File: config.mk
export PLATFORM = sky130hd
export DESIGN_NAME = dpp_top
export DESIGN_NICKNAME = d
export VERILOG_FILES = /design/src/design/dpp_pkg.sv /design/src/design/dpp_sync.sv /design/src/design/dpp_port.sv /design/src/design/dpp_top.sv
export SDC_FILE = /design/constraint.sdc
export NUM_CORES = 1
export LEC_CHECK = 0
export BUFFER_PORTS_ARGS = -buffer_cell sky130_fd_sc_hd__buf_2
export CORE_ASPECT_RATIO = 0.75
export CORE_MARGIN = 4
export CORE_UTILIZATION = 63
export CTS_BUF_LIST = sky130_fd_sc_hd__clkbuf_16
export CTS_CLUSTER_SIZE = 10
export DETAILED_ROUTE_END_ITERATION = 16
export GPL_ROUTABILITY_DRIVEN = 1
export PLACE_DENSITY_LB_ADDON = 0.15
export SYNTH_ARGS = -nofsm -noshare
export SYNTH_HDL_FRONTEND = slang
export SYNTH_HIERARCHICAL = 1
export SYNTH_SLANG_ARGS = --single-unit
File: constraint.sdc
create_clock -name clock_i -period 2.95 [get_ports clock_i]
set_clock_uncertainty 0.2 [all_clocks]
set_input_delay 0.1475 -clock clock_i [delete_from_list [all_inputs] [get_ports clock_i]]
set_output_delay 0.1475 -clock clock_i [all_outputs]
set_load 0.02 [all_outputs]
File: src/design/dpp_pkg.sv
// Constants, register map and control-line modes of the dual parallel port.
package dpp_pkg;
  localparam int unsigned PORT_W = 8;
  localparam int unsigned SYNC_W = 20;
  localparam logic [3:0] REG_PORT_B = 4'h0;
  localparam logic [3:0] REG_PORT_A = 4'h1;
  localparam logic [3:0] REG_DIR_B = 4'h2;
  localparam logic [3:0] REG_DIR_A = 4'h3;
  localparam logic [3:0] REG_AUX = 4'hB;
  localparam logic [3:0] REG_CTRL = 4'hC;
  localparam logic [3:0] REG_FLAGS = 4'hD;
  localparam logic [3:0] REG_ENABLE = 4'hE;
  localparam logic [3:0] REG_PORT_A_QUIET = 4'hF;
  localparam logic [7:0] RESET_BYTE = 8'h00;
  localparam int unsigned AUX_LATCH_A = 0;
  localparam int unsigned AUX_LATCH_B = 1;
  localparam int unsigned AUX_SHIFT_LO = 2;
  localparam int unsigned AUX_TIMER_OUT = 7;
  localparam int unsigned CTRL_CA1_EDGE = 0;
  localparam int unsigned CTRL_CA2_LO = 1;
  localparam int unsigned CTRL_CB1_EDGE = 4;
  localparam int unsigned CTRL_CB2_LO = 5;
  localparam int unsigned FLAG_CA2 = 0;
  localparam int unsigned FLAG_CA1 = 1;
  localparam int unsigned FLAG_CB2 = 3;
  localparam int unsigned FLAG_CB1 = 4;
  localparam int unsigned FLAG_ANY = 7;
  localparam int unsigned ENABLE_SET = 7;
  localparam int unsigned TIMER_PIN = 7;
  localparam int unsigned COUNT_PIN = 6;
  localparam logic [6:0] FLAG_MASK = 7'h1B;
  typedef enum logic [2:0] {
    CM_IN_NEG,
    CM_IN_NEG_IND,
    CM_IN_POS,
    CM_IN_POS_IND,
    CM_HANDSHAKE,
    CM_PULSE,
    CM_LOW,
    CM_HIGH
  } dpp_ctl_mode_t;
endpackage

File: src/design/dpp_sync.sv
// Two-stage synchroniser for pins and control lines.
`timescale 1ns/1ns
module dpp_sync #(
  parameter int unsigned W = 8
) (
  input wire logic clock_i, // System clock.
  input wire logic rst_i, // Synchronous reset, active high.
  input wire logic ce_i, // Clock enable.
  input wire logic [W-1:0] d_i, // Raw levels.
  output logic [W-1:0] q_o // Synchronised levels.
);
  logic [W-1:0] meta_r;
  logic [W-1:0] meta_nxt;
  logic [W-1:0] q_r;
  logic [W-1:0] q_nxt;

  always_comb begin
    meta_nxt = meta_r;
    q_nxt = q_r;
    if (ce_i) begin
      meta_nxt = d_i;
      q_nxt = meta_r;
    end
  end

  always_ff @(posedge clock_i) begin
    if (rst_i) begin
      meta_r <= '0;
      q_r <= '0;
    end else begin
      meta_r <= meta_nxt;
      q_r <= q_nxt;
    end
  end

  assign q_o = q_r;
endmodule

File: src/design/dpp_port.sv
// One 8-bit port: direction, output and latched input registers.
`timescale 1ns/1ns
module dpp_port #(
  parameter int unsigned W = 8,
  parameter bit READ_OUT_REG = 1'b0
) (
  input wire logic clock_i, // System clock.
  input wire logic rst_i, // Synchronous reset, active high.
  input wire logic ce_i, // Clock enable.
  input wire logic [W-1:0] pin_i, // Synchronised pin levels.
  input wire logic edge_i, // Active strobe edge, one cycle.
  input wire logic latch_en_i, // Input latching enabled.
  input wire logic wr_out_i, // Write output bits.
  input wire logic wr_dir_i, // Write direction bits.
  input wire logic [W-1:0] wdata_i, // Write data.
  input wire logic rd_done_i, // Latched value has been read.
  output logic [W-1:0] dir_o, // Direction bits, one is output.
  output logic [W-1:0] out_o, // Output bits.
  output logic [W-1:0] rdata_o // Value seen by a read.
);
  logic [W-1:0] dir_r;
  logic [W-1:0] dir_nxt;
  logic [W-1:0] out_r;
  logic [W-1:0] out_nxt;
  logic [W-1:0] cap_r;
  logic [W-1:0] cap_nxt;
  logic held_r;
  logic held_nxt;

  always_comb begin
    dir_nxt = dir_r;
    out_nxt = out_r;
    cap_nxt = cap_r;
    held_nxt = held_r;
    if (ce_i) begin
      if (wr_dir_i) begin
        dir_nxt = wdata_i;
      end
      if (wr_out_i) begin
        out_nxt = wdata_i;
      end
      if (latch_en_i && edge_i) begin
        cap_nxt = pin_i;
        held_nxt = 1'b1;
      end else if (rd_done_i) begin
        held_nxt = 1'b0;
      end
    end
  end

  always_ff @(posedge clock_i) begin
    if (rst_i) begin
      dir_r <= '0;
      out_r <= '0;
      cap_r <= '0;
      held_r <= 1'b0;
    end else begin
      dir_r <= dir_nxt;
      out_r <= out_nxt;
      cap_r <= cap_nxt;
      held_r <= held_nxt;
    end
  end

  for (genvar gi = 0; gi < W; gi++) begin : g_bit
    assign rdata_o[gi] = (READ_OUT_REG && dir_r[gi]) ? out_r[gi] :
      (latch_en_i && held_r) ? cap_r[gi] : pin_i[gi];
  end

  assign dir_o = dir_r;
  assign out_o = out_r;
endmodule

File: src/design/dpp_top.sv
// Dual parallel port: register decode, handshake lines, flags, pins.
`timescale 1ns/1ns
module dpp_top (
  input wire logic clock_i, // System clock, 25 MHz.
  input wire logic rst_i, // Synchronous reset, active high.
  input wire logic ce_i, // Clock enable, freezes all state when low.
  input wire logic select_active_high_i, // Chip select, active high.
  input wire logic select_active_low_n_i, // Chip select, active low.
  input wire logic rw_i, // High read, low write.
  input wire logic [3:0] register_select_lines_i, // Register index.
  input wire logic [7:0] data_i, // Write data from processor.
  output logic [7:0] data_o, // Read data to processor.
  output logic data_oe_o, // High while read data is driven.
  input wire logic [7:0] first_port_lines_i, // Port A pin levels.
  output logic [7:0] first_port_lines_o, // Port A pin drive.
  output logic [7:0] first_port_lines_oe_o, // Port A drive enables.
  input wire logic [7:0] second_port_lines_i, // Port B pin levels.
  output logic [7:0] second_port_lines_o, // Port B pin drive.
  output logic [7:0] second_port_lines_oe_o, // Port B drive enables.
  input wire logic first_port_strobe_in_i, // Port A strobe input.
  input wire logic first_port_handshake_line_i, // Port A handshake in.
  output logic first_port_handshake_line_o, // Port A handshake out.
  output logic first_port_handshake_line_oe_o, // Port A handshake enable.
  input wire logic second_port_strobe_line_i, // Port B strobe in.
  output logic second_port_strobe_line_o, // Port B strobe out.
  output logic second_port_strobe_line_oe_o, // Port B strobe enable.
  input wire logic second_port_handshake_line_i, // Port B handshake in.
  output logic second_port_handshake_line_o, // Port B handshake out.
  output logic second_port_handshake_line_oe_o, // Port B handshake enable.
  input wire logic timer_level_i, // Timer level for port B bit 7.
  output logic pulse_count_o, // Falling edge seen on port B bit 6.
  input wire logic serial_clk_out_i, // Shift clock to drive out.
  input wire logic serial_data_out_i, // Shift data to drive out.
  output logic serial_clk_in_o, // Synchronised port B strobe line.
  output logic serial_data_in_o, // Synchronised port B handshake line.
  output logic irq_n_o, // Interrupt drive level, always low.
  output logic irq_oe_o // Pulls interrupt line low while high.
);
  logic sel;
  logic rd;
  logic wr;
  logic hit_a;
  logic hit_a_any;
  logic hit_b;
  logic [3:0] ctl_raw;
  logic [dpp_pkg::SYNC_W-1:0] sync_q;
  logic [7:0] pa_s;
  logic [7:0] pb_s;
  logic [3:0] ctl_s;
  logic [3:0] ctl_d_r;
  logic [3:0] ctl_d_nxt;
  logic pb6_d_r;
  logic pb6_d_nxt;
  logic [1:0] fill_r;
  logic [1:0] fill_nxt;
  logic live;
  logic [3:0] rise;
  logic [3:0] fall;
  logic ca1_edge;
  logic cb1_edge;
  logic ca2_edge;
  logic cb2_edge;
  dpp_pkg::dpp_ctl_mode_t ca2_mode;
  dpp_pkg::dpp_ctl_mode_t cb2_mode;
  logic ca2_is_out;
  logic cb2_is_out;
  logic shift_on;
  logic [7:0] aux_r;
  logic [7:0] aux_nxt;
  logic [7:0] ctrl_r;
  logic [7:0] ctrl_nxt;
  logic [6:0] flags_r;
  logic [6:0] flags_nxt;
  logic [6:0] enable_r;
  logic [6:0] enable_nxt;
  logic [6:0] flag_set;
  logic [6:0] flag_clr;
  logic ca2_lvl_r;
  logic ca2_lvl_nxt;
  logic cb2_lvl_r;
  logic cb2_lvl_nxt;
  logic cb1_lvl_r;
  logic cb1_lvl_nxt;
  logic timer_lvl_r;
  logic timer_lvl_nxt;
  logic [7:0] data_r;
  logic [7:0] data_nxt;
  logic data_oe_r;
  logic data_oe_nxt;
  logic irq_any;
  logic [7:0] pa_dir;
  logic [7:0] pa_out;
  logic [7:0] pa_rd;
  logic [7:0] pb_dir;
  logic [7:0] pb_out;
  logic [7:0] pb_rd;

  assign sel = select_active_high_i && !select_active_low_n_i;
  assign rd = ce_i && sel && rw_i;
  assign wr = ce_i && sel && !rw_i;
  assign hit_a = register_select_lines_i == dpp_pkg::REG_PORT_A;
  assign hit_a_any = hit_a ||
    register_select_lines_i == dpp_pkg::REG_PORT_A_QUIET;
  assign hit_b = register_select_lines_i == dpp_pkg::REG_PORT_B;

  assign ctl_raw = {second_port_handshake_line_i,
    second_port_strobe_line_i, first_port_handshake_line_i,
    first_port_strobe_in_i};

  dpp_sync #(
    .W(dpp_pkg::SYNC_W)
  ) u_sync (
    .clock_i(clock_i),
    .rst_i(rst_i),
    .ce_i(ce_i),
    .d_i({ctl_raw, second_port_lines_i, first_port_lines_i}),
    .q_o(sync_q)
  );

  assign pa_s = sync_q[7:0];
  assign pb_s = sync_q[15:8];
  assign ctl_s = sync_q[19:16];

  always_comb begin
    ctl_d_nxt = ctl_d_r;
    pb6_d_nxt = pb6_d_r;
    fill_nxt = fill_r;
    if (ce_i) begin
      ctl_d_nxt = ctl_s;
      pb6_d_nxt = pb_s[dpp_pkg::COUNT_PIN];
      if (!live) begin
        fill_nxt = fill_r + 2'h1;
      end
    end
  end

  always_ff @(posedge clock_i) begin
    if (rst_i) begin
      ctl_d_r <= '0;
      pb6_d_r <= 1'b0;
      fill_r <= '0;
    end else begin
      ctl_d_r <= ctl_d_nxt;
      pb6_d_r <= pb6_d_nxt;
      fill_r <= fill_nxt;
    end
  end

  // Edges stay masked until the delay flop holds a real pin sample.
  // Otherwise the reset zeros filling with idle-high levels look like edges.
  assign live = &fill_r;
  assign rise = live ? (ctl_s & ~ctl_d_r) : 4'h0;
  assign fall = live ? (~ctl_s & ctl_d_r) : 4'h0;
  assign ca2_mode = dpp_pkg::dpp_ctl_mode_t'(
    ctrl_r[dpp_pkg::CTRL_CA2_LO +: 3]);
  assign cb2_mode = dpp_pkg::dpp_ctl_mode_t'(
    ctrl_r[dpp_pkg::CTRL_CB2_LO +: 3]);
  assign ca2_is_out = ca2_mode[2];
  assign shift_on = |aux_r[dpp_pkg::AUX_SHIFT_LO +: 3];
  assign cb2_is_out = cb2_mode[2] || shift_on;
  assign ca1_edge = ctrl_r[dpp_pkg::CTRL_CA1_EDGE] ? rise[0] : fall[0];
  assign cb1_edge = ctrl_r[dpp_pkg::CTRL_CB1_EDGE] ? rise[2] : fall[2];
  assign ca2_edge = !ca2_is_out && (ca2_mode[1] ? rise[1] : fall[1]);
  assign cb2_edge = !cb2_is_out && (cb2_mode[1] ? rise[3] : fall[3]);

  // port A reads pins or latch
  dpp_port #(
    .W(dpp_pkg::PORT_W),
    .READ_OUT_REG(1'b0)
  ) u_port_a (
    .clock_i(clock_i),
    .rst_i(rst_i),
    .ce_i(ce_i),
    .pin_i(pa_s),
    .edge_i(ca1_edge),
    .latch_en_i(aux_r[dpp_pkg::AUX_LATCH_A]),
    .wr_out_i(wr && hit_a_any),
    .wr_dir_i(wr && register_select_lines_i == dpp_pkg::REG_DIR_A),
    .wdata_i(data_i),
    .rd_done_i(rd && hit_a_any),
    .dir_o(pa_dir),
    .out_o(pa_out),
    .rdata_o(pa_rd)
  );

  // port B keeps its latched value
  dpp_port #(
    .W(dpp_pkg::PORT_W),
    .READ_OUT_REG(1'b1)
  ) u_port_b (
    .clock_i(clock_i),
    .rst_i(rst_i),
    .ce_i(ce_i),
    .pin_i(pb_s),
    .edge_i(cb1_edge),
    .latch_en_i(aux_r[dpp_pkg::AUX_LATCH_B]),
    .wr_out_i(wr && hit_b),
    .wr_dir_i(wr && register_select_lines_i == dpp_pkg::REG_DIR_B),
    .wdata_i(data_i),
    .rd_done_i(1'b0),
    .dir_o(pb_dir),
    .out_o(pb_out),
    .rdata_o(pb_rd)
  );

  // flag set and clear, set wins
  always_comb begin
    flag_set = '0;
    flag_clr = '0;
    flag_set[dpp_pkg::FLAG_CA1] = ca1_edge;
    flag_set[dpp_pkg::FLAG_CA2] = ca2_edge;
    flag_set[dpp_pkg::FLAG_CB1] = cb1_edge;
    flag_set[dpp_pkg::FLAG_CB2] = cb2_edge;
    if (wr && register_select_lines_i == dpp_pkg::REG_FLAGS) begin
      flag_clr = data_i[6:0];
    end
    if ((rd || wr) && hit_a) begin
      flag_clr[dpp_pkg::FLAG_CA1] = 1'b1;
      flag_clr[dpp_pkg::FLAG_CA2] = !ca2_mode[0] || ca2_is_out;
    end
    if ((rd || wr) && hit_b) begin
      flag_clr[dpp_pkg::FLAG_CB1] = 1'b1;
      flag_clr[dpp_pkg::FLAG_CB2] = !cb2_mode[0] || cb2_is_out;
    end
  end

  always_comb begin
    aux_nxt = aux_r;
    ctrl_nxt = ctrl_r;
    flags_nxt = flags_r;
    enable_nxt = enable_r;
    if (ce_i) begin
      flags_nxt = ((flags_r & ~flag_clr) | flag_set) & dpp_pkg::FLAG_MASK;
      if (wr && register_select_lines_i == dpp_pkg::REG_AUX) begin
        aux_nxt = data_i;
      end
      if (wr && register_select_lines_i == dpp_pkg::REG_CTRL) begin
        ctrl_nxt = data_i;
      end
      if (wr && register_select_lines_i == dpp_pkg::REG_ENABLE) begin
        if (data_i[dpp_pkg::ENABLE_SET]) begin
          enable_nxt = enable_r | (data_i[6:0] & dpp_pkg::FLAG_MASK);
        end else begin
          enable_nxt = enable_r & ~data_i[6:0];
        end
      end
    end
  end

  always_ff @(posedge clock_i) begin
    if (rst_i) begin
      aux_r <= dpp_pkg::RESET_BYTE;
      ctrl_r <= dpp_pkg::RESET_BYTE;
      flags_r <= '0;
      enable_r <= '0;
    end else begin
      aux_r <= aux_nxt;
      ctrl_r <= ctrl_nxt;
      flags_r <= flags_nxt;
      enable_r <= enable_nxt;
    end
  end

  always_comb begin
    ca2_lvl_nxt = ca2_lvl_r;
    cb2_lvl_nxt = cb2_lvl_r;
    cb1_lvl_nxt = cb1_lvl_r;
    timer_lvl_nxt = timer_lvl_r;
    if (ce_i) begin
      timer_lvl_nxt = timer_level_i;
      cb1_lvl_nxt = serial_clk_out_i;
      case (ca2_mode)
        dpp_pkg::CM_HANDSHAKE: begin
          if ((rd || wr) && hit_a) begin
            ca2_lvl_nxt = 1'b0;
          end else if (ca1_edge) begin
            ca2_lvl_nxt = 1'b1;
          end
        end
        dpp_pkg::CM_PULSE: ca2_lvl_nxt = !((rd || wr) && hit_a);
        dpp_pkg::CM_LOW: ca2_lvl_nxt = 1'b0;
        default: ca2_lvl_nxt = 1'b1;
      endcase
      if (shift_on) begin
        cb2_lvl_nxt = serial_data_out_i;
      end else begin
        case (cb2_mode)
          dpp_pkg::CM_HANDSHAKE: begin
            if (wr && hit_b) begin
              cb2_lvl_nxt = 1'b0;
            end else if (cb1_edge) begin
              cb2_lvl_nxt = 1'b1;
            end
          end
          dpp_pkg::CM_PULSE: cb2_lvl_nxt = !(wr && hit_b);
          dpp_pkg::CM_LOW: cb2_lvl_nxt = 1'b0;
          default: cb2_lvl_nxt = 1'b1;
        endcase
      end
    end
  end

  always_ff @(posedge clock_i) begin
    if (rst_i) begin
      ca2_lvl_r <= 1'b1;
      cb2_lvl_r <= 1'b1;
      cb1_lvl_r <= 1'b0;
      timer_lvl_r <= 1'b0;
    end else begin
      ca2_lvl_r <= ca2_lvl_nxt;
      cb2_lvl_r <= cb2_lvl_nxt;
      cb1_lvl_r <= cb1_lvl_nxt;
      timer_lvl_r <= timer_lvl_nxt;
    end
  end

  assign irq_any = |(flags_r & enable_r);

  always_comb begin
    data_nxt = data_r;
    data_oe_nxt = data_oe_r;
    if (ce_i) begin
      data_oe_nxt = rd;
      data_nxt = dpp_pkg::RESET_BYTE;
      if (rd) begin
        case (register_select_lines_i)
          dpp_pkg::REG_PORT_B: data_nxt = pb_rd;
          dpp_pkg::REG_PORT_A: data_nxt = pa_rd;
          dpp_pkg::REG_PORT_A_QUIET: data_nxt = pa_rd;
          dpp_pkg::REG_DIR_B: data_nxt = pb_dir;
          dpp_pkg::REG_DIR_A: data_nxt = pa_dir;
          dpp_pkg::REG_AUX: data_nxt = aux_r;
          dpp_pkg::REG_CTRL: data_nxt = ctrl_r;
          dpp_pkg::REG_FLAGS: data_nxt = {irq_any, flags_r};
          dpp_pkg::REG_ENABLE: data_nxt = {1'b1, enable_r};
          default: data_nxt = dpp_pkg::RESET_BYTE;
        endcase
      end
    end
  end

  always_ff @(posedge clock_i) begin
    if (rst_i) begin
      data_r <= dpp_pkg::RESET_BYTE;
      data_oe_r <= 1'b0;
    end else begin
      data_r <= data_nxt;
      data_oe_r <= data_oe_nxt;
    end
  end

  assign data_o = data_r;
  assign data_oe_o = data_oe_r;
  assign first_port_lines_o = pa_out;
  assign first_port_lines_oe_o = pa_dir;
  // timer may own port B bit 7
  always_comb begin
    second_port_lines_o = pb_out;
    second_port_lines_oe_o = pb_dir;
    if (aux_r[dpp_pkg::AUX_TIMER_OUT]) begin
      second_port_lines_o[dpp_pkg::TIMER_PIN] = timer_lvl_r;
      second_port_lines_oe_o[dpp_pkg::TIMER_PIN] = 1'b1;
    end
  end
  assign pulse_count_o = ce_i && live && pb6_d_r &&
    !pb_s[dpp_pkg::COUNT_PIN];
  assign first_port_handshake_line_o = ca2_lvl_r;
  assign first_port_handshake_line_oe_o = ca2_is_out;
  assign second_port_handshake_line_o = cb2_lvl_r;
  assign second_port_handshake_line_oe_o = cb2_is_out;
  // shift clock on port B strobe line
  assign second_port_strobe_line_o = cb1_lvl_r;
  assign second_port_strobe_line_oe_o = shift_on;
  assign serial_clk_in_o = ctl_s[2];
  assign serial_data_in_o = ctl_s[3];
  assign irq_n_o = 1'b0;
  assign irq_oe_o = irq_any;
endmodule

==> results.md <==
- Mux contribution to synthesized area: between 10% and 20%
- Sequential area share after synthesis: 38.4%
- Hold Path Class: in -> reg
- Mean number of vias per cell: 6.06
- DP Area: about 7300 um^2
- Final worst slack: 418 ps
- Clock Latency Late Sink: 430 ps
- CTS clk-pin slew, worst paths: 60 ps
- Placed cell count: around 900
- Peak VDD IR: 0.416 mV
- H-tree depth: 4
- Remaining DRCs: 0
- Period utilisation layout: 85.8%
- Cells after synthesis: slightly above 700
- Max_cap viols: 0
- Leakage: 3.45 nW
- Most Crowded Layer GR: met2
- Largest net degree at the start of global routing: 74
- GR Util met1: between 30 and 40%
- FF+latch count, synth: 137
- Final setup violation count: 0
- Resized cells post-CTS: 0
- Final core utilization: 75.9%
- DR WL/cell: roughly 20 um
- CP delay by family, top: buffers and inverters
- Initial antenna violation count: 1
- EDFF count, synth: 0
- DRT Wirelength: 19200 um
- CTS max path bufs: 2
- Fmax: 395 MHz
- Asr flop ratio synth: 0%
- Ys Warns: 6
- Min Tclk post-route: 2530 ps
- R2r worst-path depth: 5
- Die width: ~130 um
- Layout cells sized above 1: 24.6%
- Layout Nets: ~860
- Die area: around 13000 um^2
- Fin. Hold Viols: 0
- Critical Path Most Common Cell: buf_4
- Met3 Track Usage GR: 8.51%
- Min-delay src: register_select_lines_i[3]
- Reg2Reg Setup Slack: about 710 ps
- RSZ-0062 raised after global routing: false
- Top_reg_cell synth: dfxtp_1
- Via Count: 5907
- Worst path bufs/invs: 4
- CTS Hold Bufs: 40
- Initial core utilization: 64.9%
- CTS tree: done
- Row Count: 33
- R2R Path Start: aux_r[1]$_SDFFE_PP0P_
- Largest family of logic cells by synthesized area: simple AND/OR/NAND/NOR gates
- Worst rel slew slack: 43.1%
- Crit path largest cell delay: 640 ps
- Compound-gate portion of the synthesized area: 18.0%
- Cell variety after synth: between 70 and 80
- Iteration-0 DRC Markers: 580
- Avg Inst Size Synth: between 9 and 10 um^2
- Outcome: finished clean
- Hold Crit Depth: 3
- Hpwl dp: around 13000 um
- Mapped Area: 7130 um^2
- Post-Synth Adder-Cell Area: 0.175%
- Worst-path cell chain: dlygate4sd3_1 -> buf_4 -> buf_4 -> nand2_1 -> nor3b_1 -> buf_2
- Crit path arrival time: roughly 2200 ps
- First-pass GRT wire length: between 30000 and 40000 um
- Pwr dens: 544 nW/um^2
- Sink Count: 137
- Iteration count of the initial detailed-routing pass: 5
- Critical path required time: 2600 ps
- Die Y: 100 um
- Vias in the first global route: about 5700
- CTS Buf Count: 17
- Kind of critical path: in -> out
- WHS: 222 ps
- Post-synthesis xor/xnor area fraction: 0.123%
- Core footprint: ~11000 um^2
- Critical-path maximum fanout: between 50 and 60
- Final setup TNS: 0 ps
- Boundary Pins: 93
- Synth Area in Simple Gates: approximately 21%
- Syn-to-layout area delta: 16.9%
- GRT Total Usage: 29.9%
- Met2 usage in global routing: between 40 and 50%
- Port bufs: 91
- Final Instance Count excl. Fillers: 975
- Root Driver: clkbuf_16
- Worst-margin pin slew: 854 ps
- Post-CTS Setup Bufs: 0
- Crit path max-delay cell type: buf_4
- Detail Route Antenna Nets: 0
- Power Total: approximately 4.5 mW
- Routability congestion estimate: 0.933
- Worst flop-to-flop path endpoint: data_o[6]$_SDFFE_PP0P_
- Total grt overflow: 0
- Placement Setup Slack: 641 ps
- Crit. End Element: output pin
- Worst hold endpoint: data_o[6]$_SDFFE_PP0P_
- Fin area: between 8000 and 9000 um^2
- Max Slew Vio Count: 0
- Crit start category: input pin
==> cells in the mapped netlist, types with 4 or more instances <==
cell type	count	area, um^2
mux2_2	11	124
nor2_1	78	293
inv_1	17	63.8
clkbuf_1	10	37.5
a22oi_1	10	75.1
nand2b_1	39	244
and3_1	4	25.0
buf_2	17	85.1
a311oi_1	6	52.6
and3b_1	5	43.8
nand2_1	24	90.1
mux2i_1	87	871
nand3_1	33	165
a21bo_2	31	310
dfxtp_1	137	2740
buf_12	5	100
o21ai_0	9	45.0
and2_1	4	25.0
nand4b_1	12	105
nor3b_1	5	37.5
buf_6	22	248
nand4_1	5	31.3
o311ai_4	8	210
a22o_1	5	43.8
a21oi_1	46	230
nor2b_1	10	62.6
==> logic make-up (layout without fill, tap and decap cells) <==
| logic type | Yosys count | in the layout |
|---|---|---|
| mux | 99 | 99 |
| flops | 137 | 137 |
| xor+xnor | 1 | 1 |
| simple gates | 255 | 255 |
| fa+ha+maj | 1 | 1 |
| compound gates | 151 | 151 |
| buf+inv | 78 | 188 |
| other cells | 1 | 3 |
==> state kept, by name, summed over array words and instances, names as in the netlist, named ones only <==
name	count
ctrl_r	8
fill_r	2
enable_r	3
data_o	8
ctl_d_r	4
aux_r	8
u_port_b/dir_o	8
u_port_b/out_o	8
u_port_b/cap_r	8
u_port_a/dir_o	8
u_sync/meta_r	20
pb6_d_r	1
u_port_a/out_o	8
data_oe_o	1
second_port_strobe_line_o	1
timer_lvl_r	1
u_port_a/held_r	1
second_port_handshake_line_o	1
u_port_b/held_r	1
u_sync/q_o	20
u_port_a/cap_r	8
flags_r	4
first_port_handshake_line_o	1
==> layout make-up <==
type	count	area [um^2]
Fill cell	742	2640
Timing Repair Buffer	138	913
Inverter	18	70.1
Clock buffer	17	425
Multi-Input combinational cell	509	3810
Antenna cell	1	2.50
Clock inverter	15	203
Sequential cell	137	2740
Tap cell	140	175
==> how the worst max path moves through the flow <==
stage | slack [ps] | end | depth (start not counted) | startpoint
final | 420 | pulse_count_o | 6 | ce_i
after detailed placement | 640 | u_port_a/out_o[3]$_SDFFE_PP0P_ | 6 | register_select_lines_i[0]
after CTS | 430 | pulse_count_o | 6 | ce_i
after global placement | 750 | u_port_a/out_o[3]$_SDFFE_PP0P_ | 6 | register_select_lines_i[0]
after global routing | 300 | pulse_count_o | 6 | ce_i
after floorplan | 1030 | data_o[6]$_SDFFE_PP0P_ | 5 | aux_r[0]$_SDFFE_PP0P_
==> worst reg2reg max path: stages, from the launching register on <==
cell and delay (ps):
dfxtp_1 610, and2_4 390, o311ai_4 120, mux4_2 460, a22oi_1 200, o32ai_1 110
==> cells in the final DEF (no fill, tap or decap), types with 24 or more instances in the layout <==
| cell | n |
|---|---|
| nor2_1 | 78 |
| dlygate4sd3_1 | 40 |
| buf_2 | 89 |
| dfxtp_1 | 137 |
| nand2b_1 | 39 |
| mux2i_1 | 87 |
| nand3_1 | 33 |
| nand2_1 | 24 |
| a21oi_1 | 46 |
| a21bo_2 | 31 |
==> routing by layer <==
layer / vias to the layer above / wire [um]
met5: - / 0
met4: 0 / 440
met3: 40 / 1620
met2: 252 / 8810
met1: 2819 / 8330
li1: 2796 / -
==> power breakdown <==
group	internal [mW]	switching (mW)	total, mW
clock	1.37	0.916	2.28
combinational	0.147	0.199	0.346
sequential	1.88	0.0228	1.91
total	3.40	1.14	4.53
No activity file was read; power rests on OpenSTA's default activity.
